### config.mk
export PLATFORM = sky130hd
export DESIGN_NAME = pwm_duty_setting
export DESIGN_NICKNAME = d
export VERILOG_FILES = /design/src/shared/pwm_duty_pkg.sv /design/src/design/pwm_basic_clock.sv /design/src/design/pwm_duty_setting.sv
export VERILOG_INCLUDE_DIRS = /design/src /design/src/shared
export SDC_FILE = /design/constraint.sdc
export NUM_CORES = 1
export LEC_CHECK = 0
export BUFFER_PORTS_ARGS = -buffer_cell sky130_fd_sc_hd__buf_2
export CORE_ASPECT_RATIO = 0.8
export CORE_MARGIN = 2
export CORE_UTILIZATION = 50
export CTS_CLUSTER_SIZE = 25
export DETAILED_ROUTE_END_ITERATION = 8
export PLACE_DENSITY = 0.71
export SLEW_MARGIN = 10
export SYNTH_ARGS = -nofsm -noshare
export SYNTH_HDL_FRONTEND = slang
export SYNTH_SLANG_ARGS = --single-unit
### constraint.sdc
create_clock -name clk_sys -period 3.7 [get_ports clk_sys]
set_input_delay 0.74 -clock clk_sys [delete_from_list [all_inputs] [get_ports clk_sys]]
set_output_delay 0.74 -clock clk_sys [all_outputs]
set_load 0.01 [all_outputs]
### src/shared/pwm_duty_cfg.svh
// Constants for the 8-bit PWM duty-setting part
//
// Contract
// (RULE1) Each channel compares duty against 8-bit counter
// (RULE2) Duty above count drives high, below drives low
// (RULE3) High fraction is (x + 0.25) over 256
// (RULE4) Quarter-count high pulse even at duty zero
// (RULE5) Software loads duty via buffer, then transfer
// (RULE6) All channels share clock, width and period
// (RULE7) Basic clock is 1.125 or 0.1125 MHz
// (RULE8) Periods give nominal 4.4 kHz or 440 Hz
// (RULE9) Duty channel 2 doubles as timer 3 modulus
// (RULE10) In timer 3, channels 1/0 stay plain latches
// (RULE11) Timer 3 forces all pins to port mode
// (RULE12) Counter wraps from maximum to zero, no gap
`ifndef PWM_DUTY_CFG_SVH
`define PWM_DUTY_CFG_SVH

// Counter and data widths
`define PWM_CNT_W 8
`define PWM_CNT_MAX 8'hFF
`define PWM_CNT_ZERO 8'h00
`define PWM_CH_N 3

// Reset values
`define DUTY_RST 8'h00
`define PIN_LVL_RST 1'b1

// Timing: system clock and the two basic-clock rates, in Hz
`define SYS_CLK_HZ 26'd25000000
`define BASIC_FAST_HZ 26'd1125000
`define BASIC_SLOW_HZ 26'd112500
// System cycles forming a quarter of one basic count, rounded down
`define QTR_FAST_CYC (`SYS_CLK_HZ / (26'd4 * `BASIC_FAST_HZ))
`define QTR_SLOW_CYC (`SYS_CLK_HZ / (26'd4 * `BASIC_SLOW_HZ))

`endif

### src/shared/pwm_duty_pkg.sv
// Types shared by the PWM duty-setting design
package pwm_duty_pkg;

   // Channel selector for transfer and readback
   typedef enum logic [1:0] {
      SEL_CH0 = 2'h0,
      SEL_CH1 = 2'h1,
      SEL_CH2 = 2'h2,
      SEL_NONE = 2'h3
   } ch_sel_e;

   // One request from the processor side
   typedef struct packed {
      logic put;
      logic get;
      ch_sel_e sel;
   } xfer_req_s;

   // Open-drain pin group: o is the driven level, oe enables it
   typedef struct packed {
      logic [2:0] o;
      logic [2:0] oe;
   } od_pins_s;

   typedef logic [7:0] duty_t;

endpackage

### src/design/pwm_basic_clock.sv
// Basic-clock enable generator with quarter-count phase
`timescale 1ns/100ps
`default_nettype none
`include "pwm_duty_cfg.svh"

module pwm_basic_clock (
   // Clock and reset
   input wire logic clk_sys,
   input wire logic rstn,
   // Control
   input wire logic slow_sel,
   input wire logic run,
   // Timing outputs
   output logic tick,
   output logic qtr
);

   logic [25:0] acc_q, acc_d;
   logic [25:0] inc;
   logic [25:0] sum;
   logic [7:0] sub_q, sub_d;
   logic [25:0] qlim;
   logic tick_q, tick_d;

   // Fractional accumulator keeps the exact average rate
   always_comb begin
      inc = slow_sel ? `BASIC_SLOW_HZ : `BASIC_FAST_HZ; // see (RULE7)
      qlim = slow_sel ? `QTR_SLOW_CYC : `QTR_FAST_CYC;
      sum = acc_q + inc;
      acc_d = acc_q;
      tick_d = 1'b0;
      sub_d = sub_q;
      if (!run) begin
         acc_d = 26'h0;
         sub_d = 8'h00;
      end else begin
         if (sum >= `SYS_CLK_HZ) begin
            acc_d = sum - `SYS_CLK_HZ;
            tick_d = 1'b1;
         end else begin
            acc_d = sum;
         end
         // Sub-count restarts with each basic count; saturates
         if (tick_q) begin
            sub_d = 8'h01;
         end else if (sub_q != 8'hFF) begin
            sub_d = sub_q + 8'h01;
         end
      end
   end

   // State registers
   always_ff @(posedge clk_sys or negedge rstn) begin
      if (!rstn) begin
         acc_q <= 26'h0;
         sub_q <= 8'h00;
         tick_q <= 1'b0;
      end else begin
         acc_q <= acc_d;
         sub_q <= sub_d;
         tick_q <= tick_d;
      end
   end

   // Count advances on tick_q
   assign tick = tick_q;
   // Quarter phase covers the first qlim cycles of each basic count, so
   // the extension joins the count's start and never splits the pulse
   assign qtr = ({18'h0, sub_q} <= qlim); // see (RULE4)

endmodule
`default_nettype wire

### src/design/pwm_duty_setting.sv
// Three-channel 8-bit PWM duty-setting unit with open-drain pins
`timescale 1ns/100ps
`default_nettype none
`include "pwm_duty_cfg.svh"

module pwm_duty_setting
   import pwm_duty_pkg::*;
(
   // Clock and reset
   input wire logic clk_sys,
   input wire logic rstn,
   // Shared mode controls
   input wire logic tm3_mode,
   input wire logic cnt9_sel,
   input wire logic slow_sel,
   // Pin function selects, 1 = PWM output
   input wire logic pin2_func_sel,
   input wire logic pin1_func_sel,
   input wire logic pin0_func_sel,
   // General-purpose port levels for the three pins
   input wire logic [2:0] port_level,
   // Data transfer from the processor
   input wire logic [7:0] transfer_buffer,
   input wire xfer_req_s req,
   // Readback and timer 3 modulus
   output logic [7:0] get_data,
   output logic get_valid,
   output logic [7:0] tm3_modulus,
   // Open-drain pins
   input wire logic [2:0] pin_i,
   output od_pins_s pins
);

   // Timing from the shared basic clock
   logic tick;
   logic qtr;
   logic run;
   logic [2:0] func_sel;
   // Counter and duty storage
   logic [7:0] count_q, count_d;
   duty_t duty_q [`PWM_CH_N];
   duty_t duty_d [`PWM_CH_N];
   logic [2:0] put_hit;
   // Pin, readback and modulus registers
   logic [2:0] pwm_hi;
   logic [2:0] lvl_d;
   logic [2:0] oe_q, oe_d;
   logic [2:0] get_hit;
   logic [7:0] get_q, get_d;
   logic get_v_q, get_v_d;
   logic [7:0] mod_q, mod_d;

   // Duty compare with quarter-count extension
   function automatic logic duty_high(input duty_t x,
                                      input logic [7:0] c,
                                      input logic q);
      duty_high = (x > c) || ((x == c) && q);
   endfunction

   // One-hot decode of a channel select, shared by put and get paths;
   // the none code hits no channel
   function automatic logic [2:0] sel_decode(input ch_sel_e s);
      unique case (s)
         SEL_CH0: sel_decode = 3'h1;
         SEL_CH1: sel_decode = 3'h2;
         SEL_CH2: sel_decode = 3'h4;
         SEL_NONE: sel_decode = 3'h0;
      endcase
   endfunction

   assign func_sel = {pin2_func_sel, pin1_func_sel, pin0_func_sel};
   // Counter runs only in 8-bit PWM mode; other modes live elsewhere
   assign run = !tm3_mode && !cnt9_sel;

   // One shared basic clock for every channel
   pwm_basic_clock u_basic (
      .clk_sys(clk_sys),
      .rstn(rstn),
      .slow_sel(slow_sel),
      .run(run),
      .tick(tick),
      .qtr(qtr)
   ); // see (RULE6)

   // Shared 8-bit counter, 256 counts per period
   always_comb begin
      count_d = count_q;
      if (!run) begin
         count_d = `PWM_CNT_ZERO;
      end else if (tick) begin
         if (count_q == `PWM_CNT_MAX) begin
            count_d = `PWM_CNT_ZERO; // see (RULE12)
         end else begin
            count_d = count_q + 8'h01; // see (RULE3) (RULE8)
         end
      end
   end

   // Counter register; reset starts a fresh period at count zero
   always_ff @(posedge clk_sys or negedge rstn) begin
      if (!rstn) begin
         count_q <= `PWM_CNT_ZERO;
      end else begin
         count_q <= count_d;
      end
   end

   // Duty registers loaded from the transfer buffer; a put with the
   // none code hits no channel, so a stray select is harmless
   always_comb begin
      put_hit = req.put ? sel_decode(req.sel) : 3'h0; // see (RULE5)
      for (int i = 0; i < `PWM_CH_N; i++) begin
         duty_d[i] = duty_q[i];
      end
      // Transfer writes storage in every mode, so in timer 3 mode
      // channels 1 and 0 remain plain latches
      if (put_hit[0]) begin
         duty_d[0] = transfer_buffer; // see (RULE10)
      end
      if (put_hit[1]) begin
         duty_d[1] = transfer_buffer; // see (RULE10)
      end
      // Channel 2 storage doubles as the timer 3 modulus
      if (put_hit[2]) begin
         duty_d[2] = transfer_buffer; // see (RULE9)
      end
   end

   always_ff @(posedge clk_sys or negedge rstn) begin
      if (!rstn) begin
         for (int i = 0; i < `PWM_CH_N; i++) begin
            duty_q[i] <= `DUTY_RST;
         end
      end else begin
         for (int i = 0; i < `PWM_CH_N; i++) begin
            duty_q[i] <= duty_d[i];
         end
      end
   end

   // Per-channel compare and pin level selection
   genvar g;
   generate
      for (g = 0; g < `PWM_CH_N; g++) begin : g_ch
         // Low outside the 8-bit run mode
         assign pwm_hi[g] = run &&
            duty_high(duty_q[g], count_q, qtr); // see (RULE1) (RULE2) (RULE4)
         // Timer 3 overrides each pin select to port mode
         assign lvl_d[g] = (func_sel[g] && !tm3_mode) ? pwm_hi[g] :
            port_level[g]; // see (RULE11)
      end
   endgenerate

   // Enable is the inverse of the wanted level, taken before the
   // register so the pin comes straight from a flop with no gate after
   always_comb begin
      oe_d = ~lvl_d;
   end

   // Pins register one cycle after the compare; reset releases them
   always_ff @(posedge clk_sys or negedge rstn) begin
      if (!rstn) begin
         oe_q <= ~{3{`PIN_LVL_RST}};
      end else begin
         oe_q <= oe_d;
      end
   end

   // Readback of stored duty; data holds between gets so software may
   // read it at leisure, while the valid flag is a one-cycle pulse
   always_comb begin
      get_hit = req.get ? sel_decode(req.sel) : 3'h0;
      get_d = get_q;
      get_v_d = 1'b0;
      if (req.get) begin
         get_v_d = 1'b1;
         get_d = 8'h00;
         for (int i = 0; i < `PWM_CH_N; i++) begin
            if (get_hit[i]) begin
               get_d = duty_q[i];
            end
         end
      end
   end

   // Readback registers
   always_ff @(posedge clk_sys or negedge rstn) begin
      if (!rstn) begin
         get_q <= 8'h00;
         get_v_q <= 1'b0;
      end else begin
         get_q <= get_d;
         get_v_q <= get_v_d;
      end
   end

   // Timer 3 modulus mirrors channel 2 storage with one cycle of lag;
   // no second copy of the byte exists, so the two uses exclude
   always_comb begin
      mod_d = duty_q[2]; // see (RULE9)
   end

   always_ff @(posedge clk_sys or negedge rstn) begin
      if (!rstn) begin
         mod_q <= `DUTY_RST;
      end else begin
         mod_q <= mod_d;
      end
   end

   // Open drain: pull low only, a high level is left to the pull-up
   assign pins.o = 3'h0;
   assign pins.oe = oe_q;
   assign get_data = get_q;
   assign get_valid = get_v_q;
   assign tm3_modulus = mod_q;

endmodule
`default_nettype wire

==> summary.md, run 1 <==
| Metric | Value |
|---|---|
| Num rows | `34` |
| Clock root buffer | `clkbuf_16` |
| Global-route wire length before repair | `25.10 mm` |
| Placed cell count | `852` |
| Worst min-delay path category | `reg2reg` |
| Worst-Skew Late Latency | `between 300 and 400 ps` |
| Share of the synthesized area in the top cell type | `0.3732` |
| Synth Area in Simple Gates | `0.1960` |
| Share of cells above drive strength 1 | `0.3648` |
| Initial antenna violation count | `0` |
| Post-synthesis compound-gate area fraction | `0.1941` |
| Required time of the critical path | `3900 ps` |
| CTS tree | `built` |
| Max_cap viols | `0` |
| Final nets | `816` |
| Area Overhead vs Synth | `33.33%` |
| Main synth FF type | `dfrtp_1` |
| #FFs+latches synth | `85` |
| Multiplexer area fraction after synthesis | `0.07728` |
| Clock Skew | `between 4 and 5 ps` |
| Most frequent cells in the layout | `118 x buf_4, 85 x dfrtp_1, 59 x nor2_1, 47 x a21oi_1, 40 x buf_2` |
| Post-synthesis async set-or-reset flop share | `1.000` |
| Vias per cell | `5.918` |
| Synthesized area | `5699 um2` |
| Crit path time final | `3673 ps` |
| Register area share after synthesis | `0.3732` |
| Reg-to-reg startpoint | `u_basic.acc_q[2]` |
| CP Class | `in2reg` |
| DPL Wire Length | `between 10 and 15 mm` |
| Largest net degree at the start of global routing | `86` |
| Io pins | `49` |
| Count of cell types in the netlist | `74` |
| Origin of the worst setup path | `slow_sel` |
| Flop-to-flop setup slack | `190 ps` |
| Via count | `5297` |
| Synthesized instance count | `593` |
| R2R depth | `16` |
| Clock transition at path regs | `60 ps` |
| Hold path startpoint | `mod_d[7]` |
| Worst R2R End | `u_basic.acc_q[16]` |
| Hold EP | `tm3_modulus[7]` |
| Xor and xnor area share after synthesis | `0.03074` |
| Pleak | `3.447 nW` |
| Final Max Tran Viols | `0` |
| Post-Layout Cell Count | `895` |
| CTS max path bufs | `2` |
| Num CTS Buffers | `9` |
| FMAX | `0.2723 GHz` |
| Measured slew at the worst slew-check pin | `1079 ps` |
| Hold buffer count at CTS | `0` |
| Final Power | `3.010 mW` |
| EDFF count, synth | `0` |
| Initial Util | `0.5193` |
| Die H | `99.49 um` |
| Syn avg cell area | `~9.6 um2` |
| GPL Wtd Cong | `0.8905` |
| Final number of hold-violating endpoints | `0` |
| Critical path peak fanout | `8` |
| Pre-antenna DRT Iters | `5` |
| Setup TNS | `0 ps` |
| Die area | `12270 um2` |
| WL final | `15.97 mm` |
| Crit start category | `input port` |
| Avg WL per Cell | `approximately 18 um` |
| Area share of fa/ha/maj cells after synthesis | `0.09791` |
| # fillers | `823` |
| Ant diodes | `0` |
| Vias in the first global route | `5128` |
| DRC | `0` |
| Buffers on Ports | `42` |
| GRT overflow | `0` |
| Worst VDD drop | `between 200 and 300 uV` |
| Commonest non-fill, non-tap cell in the layout | `buf_4` |
| Cell Pwr Density | `396.2 nW/um2` |
| Largest family of logic cells by synthesized area | `simple AND/OR/NAND/NOR gates` |
| Initial drt markers | `525` |
| GRT Total Usage | `0.2619` |
| Cell depth of the worst hold path | `0` |
| Slew HR | `0.2804` |
| Most area-hungry cell type in the Yosys netlist | `dfrtp_1` |
| Warnings, synthesis | `0` |
| Final count of negative-setup-slack endpoints | `0` |
| H-tree Lvls | `3` |
| Status | `complete, no violations` |
| Critical Path End Type | `register` |
| Fin crit share | `0.9927` |
| Arrival @ worst endpoint | `3870 ps` |
| Die Wd | `123.4 um` |
| Top post-synthesis cells by area | `dfrtp_1 37%, ha_1 9.4%, a21oi_1 4.7%` |
| Core ar. | `10980 um2` |
| Antenna Nets Post-Route | `0` |
| Clk sinks | `85` |
## kinds of logic (layout without fill, tap and decap cells)
group	after synthesis	count (layout)
muxes	41	41
adders and majority gates	44	44
and+or+nand+nor	207	207
AOI/OAI and AO/OA	157	157
buffers and inverters	38	194
other	1	3
DFF	85	85
xor gates and xnor gates	20	20
## critical path, cell delays in order
cell      delay, ps
buf_6           110
inv_1           160
ha_4            240
a211oi_4        310
o21a_4          220
buf_4           150
o221ai_4        140
or2_1           240
a32oi_2         290
nand4_4         180
o311a_4         440
buf_4           170
o31ai_1         370
a21oi_2          90
## stage by stage
step,util,hold slack [ps],instance area [um2],worst slack [ps]
5_1_grt,0.6923,459.5,7599,-98.21
6_report,0.6923,436.9,7599,27.08
2_1_floorplan,-,388.6,5714,1.467
3_5_place_dp,0.6096,417.6,6690,-522.4
3_3_place_gp,0.6096,423.4,6690,-380.1
4_1_cts,0.6562,436.7,7202,-11.16
## Yosys cell counts, types with 3 or more instances
cell,instances
nand2b_1,10
o2111ai_1,3
nor2b_1,10
o21ai_0,23
and3_1,9
a31oi_1,3
clkbuf_1,9
or3_1,6
o211ai_1,3
nor3b_1,5
mux2i_1,17
buf_4,4
a211oi_1,3
mux2_2,24
nor4b_1,3
ha_1,43
a21oi_1,54
or4_1,3
inv_1,17
nor3_1,8
a21o_1,18
a32oi_1,5
or2_2,9
nand3_1,18
xor2_1,13
o21ai_1,4
buf_2,5
nand4b_1,3
nand4_1,16
nand3b_1,4
and2_1,4
o31ai_1,7
xnor2_1,7
nor2_1,60
dfrtp_1,85
nand2_1,28
o211a_1,3
## sequential cells by signal, indices dropped and copies added, names as in the netlist
signal,cells
mod_d,8
u_basic.tick,1
get_valid,1
oe_q,3
duty_q,16
count_q,8
u_basic.sub_q,8
u_basic.acc_q,24
get_data,8
tm3_modulus,8
## repair_timing
item	4_1_cts	5_1_grt
buffers inserted	17	10
pin swaps	10	19
gates resized for setup	13	52
endpoints found under the setup margin	18	20
## report_power, final
part / leakage (nW) / switching (mW) / total, mW / internal [mW]
sequential: 1.08 / 0.0868 / 1.11 / 1.03
combinational: 2.21 / 0.470 / 0.944 / 0.473
clock: 0.155 / 0.372 / 0.952 / 0.581
total: 3.45 / 0.929 / 3.01 / 2.08
## worst max-delay path by stage
stage                   endpoint  slack (ps)  cells past startpoint
3_3_place_gp   u_basic.acc_q[10]        -380                     12
4_1_cts        u_basic.acc_q[19]         -10                     17
5_1_grt        u_basic.acc_q[21]        -100                     16
2_1_floorplan  u_basic.acc_q[19]           1                     12
6_report       u_basic.acc_q[21]          30                     14
3_5_place_dp   u_basic.acc_q[10]        -520                     17
## metal layers
layer  up-vias  routed length [um]  global-route usage
met5         -                   0                   0
met4         0                 210             0.07343
met3        24                 643             0.04702
met2       141                7636              0.4079
met1      2626                7481              0.3756
li1       2506                   -                   -
## layout make-up
cell class	count	area, um2	share of cell area
sequential	85	2127	0.2799
tap	144	180.2	0.02371
multi-input combinational	472	3777	0.4971
inverter	17	63.81	0.008398
clock buffer	12	266.5	0.03507
clock inverter	4	55.05	0.007245
timing repair buffer	161	1129	0.1485
Note: power is estimated with default switching activity, not from simulation.
==> run 2, diff against run 1 <==
--- a/config.mk
+++ b/config.mk
@@ -10,6 +10,7 @@
 export CORE_ASPECT_RATIO = 0.8
 export CORE_MARGIN = 2
 export CORE_UTILIZATION = 50
+export CTS_BUF_LIST = sky130_fd_sc_hd__clkbuf_4 sky130_fd_sc_hd__clkbuf_8
 export CTS_CLUSTER_SIZE = 25
 export DETAILED_ROUTE_END_ITERATION = 8
 export PLACE_DENSITY = 0.71
==> run 2 against run 1 <==
Maximum frequency barely moved. First-iteration DRC count is 18% lower. Global-route usage shrank 0.20 points. Sequential power is essentially flat. Critical path depth up 8. Worst setup slack gained 1.1 ps. Cell count down 0.45%. Count of clock-buffer cells in the layout is the same. Design area shrank 2.6%. Hold slack better by 7.0 ps. Combinational power decreased by 2%. Total power decreased by 8.4%. Critical path type unchanged. Critical endpoint is now u_basic.acc_q[6]. Largest cell class unchanged. Highest routed layer unchanged.
==> summary.md, run 2 (same netlist as run 1, synthesis figures left out) <==
| Metric | Value |
|---|---|
| Most frequent cells in the layout | `114 x buf_4, 85 x dfrtp_1, 59 x nor2_1, 46 x a21oi_1, 41 x buf_2` |
| GRT overflow | `0` |
| CP Class | `in2reg` |
| Initial drt markers | `430` |
| CTS tree | `built` |
| Critical Path End Type | `register` |
| Slew HR | `0.2719` |
| WL final | `between 15 and 20 mm` |
| Final nets | `812` |
| H-tree Lvls | `3` |
| Core ar. | `10980 um2` |
| Reg-to-reg startpoint | `u_basic.acc_q[2]` |
| Worst R2R End | `u_basic.acc_q[6]` |
| FMAX | `0.2723 GHz` |
| Post-Place Setup Slack | `-522.4 ps` |
| Arrival @ worst endpoint | `3910 ps` |
| CTS max path bufs | `2` |
| Unrepaired setup endpoints after global routing | `true` |
| GPL Wtd Cong | `between 0.8 and 0.9` |
| Vias in the first global route | `~5100` |
| Cell depth of the worst hold path | `0` |
| # fillers | `850` |
| Hold buffer count at CTS | `0` |
| DRC | `0` |
| Largest regs | `u_basic.acc_q: 24 flops, duty_q: 16 flops` |
| Vias per cell | `5.877` |
| PnR worst setup slack | `28.17 ps` |
| Required time of the critical path | `3940 ps` |
| Register area | `about 2100 um2` |
| Status | `complete, no violations` |
| Measured slew at the worst slew-check pin | `roughly 1100 ps` |
| Num rows | `34` |
| Crit path time final | `3672 ps` |
| Antenna Nets Post-Route | `0` |
| Die H | `just under 100 um` |
| Largest net degree at the start of global routing | `86` |
| Clk sinks | `85` |
| Ant diodes | `0` |
| Area Overhead vs Synth | `29.81%` |
| Clock transition at path regs | `~90 ps` |
| Cell Pwr Density | `372.9 nW/um2` |
| Post-Layout Cell Count | `891` |
| Switching pwr | `0.8992 mW` |
| Pre-antenna DRT Iters | `5` |
| Clock power frac | `0.261` |
| Sw Ratio | `0.3259` |
| Placed instance area | `6690 um2` |
| Fin area | `~7400 um2` |
| Io pins | `49` |
| Pleak | `3.378 nW` |
| Buffers on Ports | `42` |
| GRT Total Usage | `0.2599` |
| Share of cells above drive strength 1 | `0.3574` |
| Crit start category | `input port` |
| Die Wd | `123.4 um` |
| Placed cell count | `between 800 and 900` |
| Initial antenna violation count | `0` |
| Hold EP | `tm3_modulus[7]` |
| Die area | `around 12000 um2` |
| Sequential share of power | `0.403` |
| Commonest non-fill, non-tap cell in the layout | `buf_4` |
| Reg with most FFs | `u_basic.acc_q` |
| Worst VDD drop | `256.4 uV` |
| Global-route wire length before repair | `24.85 mm` |
| Max_cap viols | `0` |
| Clock Skew | `about 8.6 ps` |
| Via count | `5236` |
| Worst-Skew Late Latency | `between 300 and 400 ps` |
| P_int | `1.860 mW` |
| Multi-input gate area | `3715 um2` |
| Max reg flops | `24` |
| Flop-to-flop setup slack | `200 ps` |
| Clock root buffer | `clkbuf_8` |
| Worst min-delay path category | `reg2reg` |
| Final Max Tran Viols | `0` |
| Num CTS Buffers | `9` |
| Critical path peak fanout | `7` |
| Fin crit share | `0.9924` |
| R2R depth | `22` |
| Comb pwr share | `0.335` |
| Final count of negative-setup-slack endpoints | `0` |
| Hold path startpoint | `mod_d[7]` |
| Final number of hold-violating endpoints | `0` |
| Avg WL per Cell | `17.68 um` |
| Initial Util | `0.5193` |
| DPL Wire Length | `11.34 mm` |
## run 2: changes by cell type in the layout (fill, tap and decap cells not counted), moves of 2 or more
| cell | change |
|---|---|
| buf_4 | -4 |
| clkbuf_16 | -9 |
| a21oi_2 | +2 |
| ha_1 | +3 |
| ha_4 | -2 |
| clkbuf_8 | +9 |
## run 2: cell type report
| type | instances | area share |
|---|---|---|
| clock inverters | 4 | 0.007441 |
| well taps | 144 | 0.02435 |
| flip-flops and latches | 85 | 0.2875 |
| inverters | 17 | 0.008625 |
| multi-input cells | 472 | 0.5021 |
| repair buffers | 157 | 0.1476 |
| clock buffers | 12 | 0.02232 |
## run 2: worst max path at each step
stage / startpoint / end / slack (ps)
floorplan: slow_sel / u_basic.acc_q[19] / 1
global placement: slow_sel / u_basic.acc_q[10] / -380
detailed placement: slow_sel / u_basic.acc_q[10] / -520
CTS: slow_sel / u_basic.acc_q[21] / 7
global route: slow_sel / u_basic.acc_q[6] / -50
finish: slow_sel / u_basic.acc_q[6] / 30
## run 2: power by group through the flow
stage / Combinational, mW / Sequential (mW) / Clock, mW
after floorplan: 0.452 / 1.11 / 0
after global placement: 0.753 / 1.12 / 0
after detailed placement: 0.787 / 1.13 / 0
after CTS: 0.852 / 1.11 / 0.726
after global routing: 1.01 / 1.13 / 0.760
final: 0.925 / 1.11 / 0.721
## run 2: per-stage QoR
step	hold slack [ps]	TNS, ps	utilization	total power [mW]
3_5_place_dp	417.6	-8815	0.6096	1.913
4_1_cts	441.7	0	0.6468	2.687
6_report	443.9	0	0.6741	2.759
2_1_floorplan	388.6	0	-	1.563
3_3_place_gp	423.4	-5980	0.6096	1.874
5_1_grt	469.7	-168.8	0.6741	2.896
## run 2: routing by layer
layer,global-route usage,vias up,wire length (um)
met3,0.04358,33,570
met2,0.4087,108,7462
met5,0,-,0
met1,0.3710,2598,7416
met4,0.07343,0,308
li1,-,2497,-
## run 2: what timing repair did
action	CTS	global route
endpoints found under the setup margin	17	20
pin swaps	8	11
buffers inserted	17	6
resized for setup	12	43
## run 2: critical path, cell delays in order
cell and delay, ps:
buf_2 160, buf_6 180, ha_2 310, and2b_2 250, o21ai_4 180, xor2_2 220, inv_1 90, buf_4 140
buf_4 120, buf_4 130, buf_4 130, buf_4 130, buf_4 120, buf_4 120, buf_4 120, buf_4 120
buf_4 120, buf_4 120, buf_4 120, buf_4 120, nor2_1 110, nor3_1 60
